==> src/mmrl_pkg.sv <==
package mmrl_pkg;

  // Operation codes presented by the decoder with each execute strobe.
  typedef enum logic [3:0] {
    MMRL_OP_FAR_MOVE_TO_WORK       = 4'h0,
    MMRL_OP_FAR_MOVE_TO_MEM        = 4'h1,
    MMRL_OP_FAR_OR_TO_WORK         = 4'h2,
    MMRL_OP_FAR_OR_TO_MEM          = 4'h3,
    MMRL_OP_FAR_ROTL               = 4'h4,
    MMRL_OP_FAR_ROTL_TO_WORK       = 4'h5,
    MMRL_OP_FAR_ROTL_THRU_FLAG     = 4'h6,
    MMRL_OP_FAR_ROTL_THRU_FLAG_TO_WORK = 4'h7
  } mmrl_op_t;

  // Sequencer states: wait for a request, take the read data for one cycle, then write back if memory is the target.
  typedef enum logic [1:0] {
    MMRL_ST_IDLE  = 2'b00,
    MMRL_ST_READ  = 2'b01,
    MMRL_ST_WRITE = 2'b10
  } mmrl_state_t;

  localparam int          MMRL_DATA_W     = 8;
  localparam int          MMRL_ADDR_W     = 8;
  localparam logic [7:0]  MMRL_WORK_RST   = 8'h00;
  localparam logic        MMRL_FLAG_RST   = 1'b0;
  localparam int          MMRL_MSB        = 7;
  localparam logic [7:0]  MMRL_ZERO       = 8'h00;

endpackage

==> src/mmrl_alu.sv <==
`timescale 1ns/1ps

// Pure combinational result and flag former for the eight operations.
module mmrl_alu
  import mmrl_pkg::*;
(
  input  wire mmrl_op_t   op,
  input  wire logic [7:0] mem_val,
  input  wire logic [7:0] work_val,
  input  wire logic       shift_flag,
  output logic [7:0]      result,
  output logic            to_mem,
  output logic            to_work,
  output logic            null_upd,
  output logic            shift_upd,
  output logic            shift_new
);

  // The result is chosen per operation; all flag strobes default to idle.
  always_comb
  begin
    result    = mem_val;
    to_mem    = 1'b0;
    to_work   = 1'b0;
    null_upd  = 1'b0;
    shift_upd = 1'b0;
    shift_new = mem_val[MMRL_MSB];
    case (op)
      MMRL_OP_FAR_MOVE_TO_WORK:
      begin
        result  = mem_val;
        to_work = 1'b1;
      end
      MMRL_OP_FAR_MOVE_TO_MEM:
      begin
        result = work_val;
        to_mem = 1'b1;
      end
      MMRL_OP_FAR_OR_TO_WORK:
      begin
        result   = work_val | mem_val;
        to_work  = 1'b1;
        null_upd = 1'b1;
      end
      MMRL_OP_FAR_OR_TO_MEM:
      begin
        result   = mem_val | work_val;
        to_mem   = 1'b1;
        null_upd = 1'b1;
      end
      MMRL_OP_FAR_ROTL:
      begin
        result = {mem_val[6:0], mem_val[MMRL_MSB]};
        to_mem = 1'b1;
      end
      MMRL_OP_FAR_ROTL_TO_WORK:
      begin
        result  = {mem_val[6:0], mem_val[MMRL_MSB]};
        to_work = 1'b1;
      end
      MMRL_OP_FAR_ROTL_THRU_FLAG:
      begin
        result    = {mem_val[6:0], shift_flag};
        to_mem    = 1'b1;
        shift_upd = 1'b1;
      end
      MMRL_OP_FAR_ROTL_THRU_FLAG_TO_WORK:
      begin
        result    = {mem_val[6:0], shift_flag};
        to_work   = 1'b1;
        shift_upd = 1'b1;
      end
      default:
      begin
        // Unknown codes write nothing and change no flag.
        result = mem_val;
      end
    endcase
  end

endmodule

==> src/mmrl_exec.sv <==
// Notes on behaviour
// - Move memory to working register, flags untouched.
// - Move working register to memory, flags untouched.
// - OR into working register, update null flag.
// - OR into memory, update null flag.
// - Rotate memory left, bit 7 wraps, no flags.
// - Rotate left into working register, memory kept.
// - Rotate memory left through shift-out flag.
// - Same rotate through flag, result to working register.
`timescale 1ns/1ps

// One instruction runs as a short fixed sequence of clock cycles.
//   Cycle 0: the start strobe is taken while idle; op and address are captured.
//   Cycle 1: the read strobe and address are out; the operand comes back on
//            the read data bus in the same cycle and the result is formed.
//   Cycle 2: the working register and flags hold their new values; an op
//            that targets the working register raises done here.
//   Cycle 3: an op that targets memory raises done after its write strobe,
//            which stood in cycle 2.
// A strobe while busy is dropped without notice, so the decoder must wait
// for done before it asks again; done itself is a legal cycle to ask in.
// The memory must answer a read combinationally within the read cycle;
// a slower memory would need a wait state that this block does not have.

module mmrl_exec
  import mmrl_pkg::*;
(
  input  wire logic       clock,
  input  wire logic       rst_n,
  input  wire logic       exec_start,
  input  wire mmrl_op_t   exec_op,
  input  wire logic [7:0] exec_addr,
  input  wire logic [7:0] mem_rdata,
  output logic            exec_busy,
  output logic            exec_done,
  output logic            mem_rd,
  output logic            mem_wr,
  output logic [7:0]      mem_addr,
  output logic [7:0]      mem_wdata,
  output logic [7:0]      working_register,
  output logic            null_flag,
  output logic            shift_flag
);

  // Registered state; each _reg has its _next value computed below.
  mmrl_state_t state_reg;        // Sequencer state.
  mmrl_state_t state_next;       // Next sequencer state.
  mmrl_op_t    op_reg;           // Operation captured at the start strobe.
  mmrl_op_t    op_next;          // Next captured operation.
  logic        busy_reg;         // Request in progress.
  logic        busy_next;        // Next busy value.
  logic        done_reg;         // One-cycle completion pulse.
  logic        done_next;        // Next completion pulse.
  logic        rd_reg;           // Memory read strobe.
  logic        rd_next;          // Next read strobe.
  logic        wr_reg;           // Memory write strobe.
  logic        wr_next;          // Next write strobe.
  logic [7:0]  addr_reg;         // Captured operand address.
  logic [7:0]  addr_next;        // Next operand address.
  logic [7:0]  wdata_reg;        // Data driven with the write strobe.
  logic [7:0]  wdata_next;       // Next write data.
  logic [7:0]  work_reg;         // Working register.
  logic [7:0]  work_next;        // Next working register.
  logic        null_reg;         // Result-null flag.
  logic        null_next;        // Next result-null flag.
  logic        sflag_reg;        // Shift-out flag.
  logic        sflag_next;       // Next shift-out flag.

  // Combinational outputs of the ALU for the captured operation.
  logic [7:0]  alu_result;       // Result formed from the operand.
  logic        alu_to_mem;       // Result goes back to memory.
  logic        alu_to_work;      // Result goes to the working register.
  logic        alu_null_upd;     // Operation touches the null flag.
  logic        alu_shift_upd;    // Operation touches the shift-out flag.
  logic        alu_shift_new;    // New shift-out value, old bit 7.

  // The ALU works on the memory byte as it returns and on the old flags,
  // so a through-flag rotate sees the flag from before this instruction.
  mmrl_alu u_alu
  (
    .op         (op_reg),
    .mem_val    (mem_rdata),
    .work_val   (work_reg),
    .shift_flag (sflag_reg),
    .result     (alu_result),
    .to_mem     (alu_to_mem),
    .to_work    (alu_to_work),
    .null_upd   (alu_null_upd),
    .shift_upd  (alu_shift_upd),
    .shift_new  (alu_shift_new)
  );

  // Sequencer: a start strobe issues a read, the read data is used the
  // next cycle, and a write back follows only when memory is the target.
  // The move to memory also reads first; that keeps one fixed sequence at
  // the cost of one wasted memory read.
  always_comb
  begin
    // Everything holds unless a state below changes it.
    state_next = state_reg;
    op_next    = op_reg;
    busy_next  = busy_reg;
    // Strobes default low so that each one is a single-cycle pulse.
    done_next  = 1'b0;
    rd_next    = 1'b0;
    wr_next    = 1'b0;
    addr_next  = addr_reg;
    wdata_next = wdata_reg;
    work_next  = work_reg;
    null_next  = null_reg;
    sflag_next = sflag_reg;
    case (state_reg)
      MMRL_ST_IDLE:
      begin
        // A strobe while busy cannot happen here; idle is the only taker.
        if (exec_start)
        begin
          // Capture op and address now; the decoder may change them after this edge.
          op_next    = exec_op;
          addr_next  = exec_addr;
          busy_next  = 1'b1;
          rd_next    = 1'b1;
          state_next = MMRL_ST_READ;
        end
      end
      MMRL_ST_READ:
      begin
        // Read data is valid in the same cycle as the read strobe.
        // Working-register targets take the result at this edge.
        if (alu_to_work)
        begin
          work_next = alu_result;
        end
        // Only the OR operations touch the null flag.
        if (alu_null_upd)
        begin
          null_next = (alu_result == MMRL_ZERO);
        end
        // Only the through-flag rotates touch the shift-out flag.
        if (alu_shift_upd)
        begin
          sflag_next = alu_shift_new;
        end
        // Memory targets need a write cycle; the others finish now.
        if (alu_to_mem)
        begin
          wr_next    = 1'b1;
          wdata_next = alu_result;
          state_next = MMRL_ST_WRITE;
        end
        else
        begin
          // Nothing to write back, so done comes one cycle earlier.
          busy_next  = 1'b0;
          done_next  = 1'b1;
          state_next = MMRL_ST_IDLE;
        end
      end
      MMRL_ST_WRITE:
      begin
        // Write strobe is out this cycle; finish.
        busy_next  = 1'b0;
        done_next  = 1'b1;
        state_next = MMRL_ST_IDLE;
      end
      default:
      begin
        // Unused code; recover to idle rather than hang busy.
        busy_next  = 1'b0;
        state_next = MMRL_ST_IDLE;
      end
    endcase
  end

  // Register stage; synchronous active-low reset.
  always_ff @(posedge clock)
  begin
    if (!rst_n)
    begin
      // Reset clears strobes, state and the visible registers alike.
      state_reg <= MMRL_ST_IDLE;
      op_reg    <= MMRL_OP_FAR_MOVE_TO_WORK;
      busy_reg  <= 1'b0;
      done_reg  <= 1'b0;
      rd_reg    <= 1'b0;
      wr_reg    <= 1'b0;
      addr_reg  <= MMRL_ZERO;
      wdata_reg <= MMRL_ZERO;
      work_reg  <= MMRL_WORK_RST;
      null_reg  <= MMRL_FLAG_RST;
      sflag_reg <= MMRL_FLAG_RST;
    end
    else
    begin
      // Normal operation registers every next value.
      state_reg <= state_next;
      op_reg    <= op_next;
      busy_reg  <= busy_next;
      done_reg  <= done_next;
      rd_reg    <= rd_next;
      wr_reg    <= wr_next;
      addr_reg  <= addr_next;
      wdata_reg <= wdata_next;
      work_reg  <= work_next;
      null_reg  <= null_next;
      sflag_reg <= sflag_next;
    end
  end

  // Every output is a flip-flop, so the decoder and memory see clean,
  // glitch-free strobes; the price is one cycle of latency on each, which
  // is why the read strobe trails the start strobe by a cycle.
  assign exec_busy        = busy_reg;
  assign exec_done        = done_reg;
  assign mem_rd           = rd_reg;
  assign mem_wr           = wr_reg;
  assign mem_addr         = addr_reg;
  assign mem_wdata        = wdata_reg;
  assign working_register = work_reg;
  assign null_flag        = null_reg;
  assign shift_flag       = sflag_reg;

endmodule

==> config.mk <==
export PLATFORM = sky130hd
export DESIGN_NAME = mmrl_exec
export DESIGN_NICKNAME = d
export VERILOG_FILES = /design/src/mmrl_pkg.sv /design/src/mmrl_alu.sv /design/src/mmrl_exec.sv
export SDC_FILE = /design/constraint.sdc
export NUM_CORES = 1
export LEC_CHECK = 0
export BUFFER_PORTS_ARGS = -buffer_cell sky130_fd_sc_hd__clkbuf_2
export CORE_ASPECT_RATIO = 1.1
export CORE_MARGIN = 4
export CORE_UTILIZATION = 49
export DETAILED_ROUTE_END_ITERATION = 10
export PLACE_DENSITY = 0.81
export SYNTH_ARGS = -nofsm -noshare
export SYNTH_HDL_FRONTEND = slang
export SYNTH_SLANG_ARGS = --single-unit
==> constraint.sdc <==
create_clock -name clock -period 2.2 [get_ports clock]
set_clock_uncertainty 0.2 [all_clocks]
set_input_delay 0.33 -clock clock [delete_from_list [all_inputs] [get_ports clock]]
set_output_delay 0.33 -clock clock [all_outputs]
set_load 0.005 [all_outputs]
# After elaboration in Yosys (flattened, before gate mapping)
# Cells that the tools add are included.
# classes
mux,15
n_eq_ne,11
n_bitwise,1
n_reduce_logical,16
# ops
operator,n
case mux 8 bit (4 select lines),1
"equality test 4 x 3 -> 1 bit, second input constant",4
AND reduction 2 bit,8
2-to-1 mux 1 bit,9
"equality test 4 x 2 -> 1 bit, second input constant",2
zero test 8 bit,1
bitwise OR 8 bit,1
OR reduction 4 bit,2
OR reduction 2 bit,3
"equality test 4 x 1 -> 1 bit, second input constant",1
zero test 4 bit,1
2-to-1 mux 2 bit,2
"!= test 2 bit, second input constant",2
case mux 1 bit (2 select lines),2
case mux 2 bit (2 select lines),1
"equality test 2 x 1 -> 1 bit, second input constant",1
"equality test 2 bit, second input constant",1
zero test 2 bit,1
# word_totals
ff_bits,36
output_inout_bits,30
input_bits,23

# Logic depth before layout (Yosys ltp)
# logic_depth
word_depth,5
ltp_mapped,7

# Hierarchy
# From an unflattened synthesis, not the netlist that was laid out.
# hier_totals
hier_cells,203
hier_area_um2,1739.2
# by_module_without_submodules
mod,n_inst,area_per_inst_um2,seq_area_each_um2,cells_per_inst
mmrl_exec,1,1492.7,720.7,164
mmrl_alu,1,246.5,0.0,39

# Worst setup path before layout
# OpenSTA, ideal clock, no wires.
# synth_timing
path_type,register to register
startpoint,register op_reg[0]
endpoint,register null_reg (netlist: null_flag)
arrival_ps,1678
required_time_ps,1931
stages_incl_launch_ff,8
slack_ps,253
path_cell_list,dfxtp_1 > buf_6 > or2_0 > buf_2 > nor3b_1 > a221o_1 > or4_1 > o21ai_1
# synth_between
elab_chain_cells,4
elab_cells_between_ends,14
cone_classes,7 x eq/ne; 2 x mux; 5 x reduce/logical
# synth_rtl
element,line_no,source
"start, declared",mmrl_exec.sv:48,mmrl_op_t op_reg;
"start signal, assigned",mmrl_exec.sv:197,op_reg <= op_next;
equality test 4 x 3 -> 1 bit or equality test 4 x 2 -> 1 bit (tied branches),mmrl_alu.sv:28,case (op)
OR reduction 2 bit (no source line),n/a,
case mux 8 bit (4 select lines) or 2-to-1 mux 1 bit (tied branches),mmrl_alu.sv:28,
zero test 8 bit or AND reduction 2 bit (tied branches),n/a,
"end signal, assigned",mmrl_exec.sv:205,null_reg <= null_next;
"end, declared",mmrl_exec.sv:64,logic null_reg;
# Several ways; a longest one is shown, not always the timed one.
# A chain may end at the register's enable or synchronous reset.

# Final worst setup path
# layout_timing
startpoint,register state_reg[1]
endpoint,register null_reg (netlist: null_flag)
# layout_between
elab_chain_cells,2
# layout_rtl
element,line_no,source
"start, declared",mmrl_exec.sv:46,mmrl_state_t state_reg;
"start signal, assigned",mmrl_exec.sv:196,state_reg <= state_next;
equality test 2 x 1 -> 1 bit,mmrl_exec.sv:112,case (state_reg)
AND reduction 2 bit (no source line),n/a,
# Every way passes these cells.

==> metrics.csv <==
stage,metric,value,unit
run_status,outcome,finished clean,
grt,antenna violations before repair,0,
logic_synthesis,Synth Area in Adders,0.0233,
sta,Tcrit/Tclk final,0.916,
grt,All-Layer GR Usage,0.222,
critical_path,WP data arrival,2.09,ns
floorplan,number of cell rows,21,
placement,placed cell areas,1890,um^2
clock_tree,Skew-Pair Late Insertion Delay,0.34,ns
floorplan,Initial Utilization,0.519,
route,# DRC,0,
floorplan,Die Height,68.1,um
placement,Placed Instances,282,
logic_synthesis,count of different cell masters after synthesis,33,
route,Final ANT Viol Nets,0,
sta,Slew headroom,0.603,
sta,# setup viols final,0,
clock_tree,"CTS clk-pin slew, worst paths",0.10,ns
placement,gpl congestion,0.948,
logic_synthesis,ys async rst share,0,
route,DRT Pass-1 Iters,4,
route,DRT Wirelength,4200,um
critical_path,startpoint types,flop,
floorplan,Ports,53,
logic_synthesis,post-synthesis mux area share,0.0186,
clock_tree,CTS Root Buffer Type,clkbuf_4,
sta,Slew @ Worst Pin,0.594,ns
critical_path,critical-path maximum fanout,4,
logic_synthesis,Mapped Area,1610,um^2
critical_path,reg2reg setup slack,0.18,ns
logic_synthesis,Synth Register Bits,36,
logic_synthesis,"Seq/Total Area, Yosys",0.448,
power,power consumption,1.36,mW
clock_tree,CTS tree,yes,
finish,Final Cell Area,2050,um^2
critical_path,CP required,2.28,ns
grt,vias in the first global route,1574,
critical_path,R2R depth,7,
route,detailed-route wire length per cell,14.0,um
critical_path,kind of critical path,reg -> reg,
finish,Nets,291,
route,drt first-iter violations,102,
power,worst vdd ir,0.398,mV
grt,largest net degree at the start of global routing,33,
job,Max-cap violations,0,
logic_synthesis,compound-gate portion of the synthesized area,0.190,
clock_tree,cts bufs inserted,5,
logic_synthesis,YS warnings,0,
clock_tree,largest buffer count on any clock path,2,
clock_tree,H-tree depth,2,
logic_synthesis,XOR/XNOR share of the synthesized area,0.0109,
critical_path,CP endpoint kind,flop,
logic_synthesis,Syn Nets,230,
grt,first-pass GRT wire length,7310,um
sta,RSZ-0062 raised after global routing,false,
critical_path,r2r endpoint,null_flag,
logic_synthesis,cells after synthesis,204,
finish,Post-Layout Cell Count,300,
placement,port bufs,52,
sta,Final Hold Fails,0,
finish,register area,722,um^2
clock_tree,"Setup Fix Bufs, Post-CTS",0,
floorplan,Die Width,62.7,um
sta,Setup TNS,0,ns
floorplan,die area,4270,um^2
finish,ratio of cells with drive above 1 in the final layout,0.248,
grt,total grt overflow,0,
power,pwr dens,663,nW/um^2
logic_synthesis,main combinational cell family by area after synthesis,simple AND/OR/NAND/NOR gates,
min_path,Worst Hold Class,in -> reg,
logic_synthesis,simple-gate portion of the synthesized area,0.257,
finish,Fillers,285,
logic_synthesis,Main synth FF type,dfxtp_1,
finish,area of the multi-input gates,807,um^2
critical_path,Setup crit end,null_flag,
floorplan,core box area,3100,um^2
clock_tree,CTS Sinks,36,
logic_synthesis,Post-synth EDFFs,0,
finish,# diodes,0,
route,vias,1589,
sta,minimum clock period,2.02,ns
power,P_leak,0.874,nW
critical_path,r2r startpoint,state_reg[1],
finish,Layout area overhead,27.6,%
sta,Fmax,496,MHz
logic_synthesis,"Avg Cell Area, Syn",7.89,um^2
finish,fin util,0.663,
route,vias per cell,5.30,
placement,DP HPWL,2970,um
critical_path,Crit. Startpoint,state_reg[1],
sta,Max Slew Vio Count,0,
critical path, stage by stage (launching register included):
cell and delay, ns:
dfxtp_1 0.34, inv_1 0.08, ha_1 0.17, nor2b_1 0.25, nand4b_1 0.14, a211o_1 0.25
or4_1 0.39, o21ai_1 0.13
per-stage QoR:
stage                     hold WS (ns)  setup WS, ns
final                           0.0146         0.185
after global placement           0.241         0.132
after CTS                      0.00802         0.105
after detailed placement         0.247         0.135
after global routing            0.0179        0.0849
after floorplan                  0.253         0.253
layout by cell type (no fill, tap or decap), types with 2 or more instances in the layout:
cell / synthesis / layout
clkbuf_2: 0 / 52
nand2_1: 36 / 36
dfxtp_1: 36 / 35
nor2_1: 29 / 28
a21oi_1: 25 / 25
a211oi_1: 10 / 10
dlygate4sd3_1: 0 / 10
nor3_1: 6 / 6
buf_4: 0 / 6
inv_1: 5 / 5
nand3b_1: 5 / 5
o21ai_0: 5 / 5
clkbuf_4: 0 / 5
or4_1: 4 / 4
nor2b_1: 3 / 3
mux2i_1: 3 / 3
ha_1: 3 / 3
o21a_1: 2 / 2
o211ai_1: 2 / 2
nor3b_1: 2 / 2
clkbuf_1: 8 / 2
where the power goes:
group | total, mW | switching (mW) | internal (mW)
Combinational | 0.265 | 0.141 | 0.124
Clock | 0.366 | 0.208 | 0.158
Sequential | 0.731 | 0.0373 | 0.694
Total | 1.36 | 0.387 | 0.975
Yosys cell counts, types with 2 or more instances:
master,number,area share
nor3b_1,2,0.0093
dfxtp_1,36,0.45
nand3b_1,5,0.023
mux2i_1,3,0.019
a21oi_1,25,0.078
inv_1,5,0.012
nor2_1,29,0.068
nor2b_1,3,0.012
o211ai_1,2,0.0093
buf_2,5,0.016
ha_1,3,0.023
or4_1,4,0.019
a211oi_1,10,0.047
clkbuf_1,8,0.019
o21a_1,2,0.0093
nor3_1,6,0.019
o21ai_0,5,0.016
nand2_1,36,0.084
worst min path at each step:
stage	depth (start not counted)	end	startpoint	slack, ns
floorplan	2	mem_addr[0]	mem_addr[0]	0.25
global placement	2	mem_addr[0]	mem_addr[0]	0.24
detailed placement	2	mem_addr[1]	mem_addr[1]	0.25
CTS	3	mem_addr[7]	exec_addr[7]	0.008
global route	3	mem_addr[7]	exec_addr[7]	0.02
finish	3	mem_addr[7]	exec_addr[7]	0.01
area by class of cell:
type | count | share of cell area
timing repair buffer | 68 | 0.197
sequential | 36 | 0.351
clock buffer | 8 | 0.0286
tap | 34 | 0.0207
inverter | 5 | 0.00914
multi-input combinational | 149 | 0.393
cells by family (layout without fill, tap and decap cells):
family,after synthesis,in the layout
buffers and inverters,19,81
multiplexers,3,3
adder cells (fa/ha/maj),3,3
AND/OR/NAND/NOR,91,91
AO/OA/AOI/OAI,50,50
XOR/XNOR,2,2
flip-flops,36,36
routing by layer:
metal	global-route usage	part of all wire	vias up	wire, um
met5	0	0	-	0
met4	0.0992	0.0093	0	39
met3	0.0690	0.067	3	281
met2	0.394	0.49	56	2070
met1	0.248	0.43	710	1810
li1	-	-	820	-
what timing repair did:
| item | CTS | global route |
|---|---|---|
| hold buffers | 10 | 0 |
| endpoints found under the setup margin | 0 | 6 |
| resized for setup | 0 | 2 |
| endpoints found under the hold margin | 10 | 0 |
No activity file was read; power rests on OpenSTA's default activity.
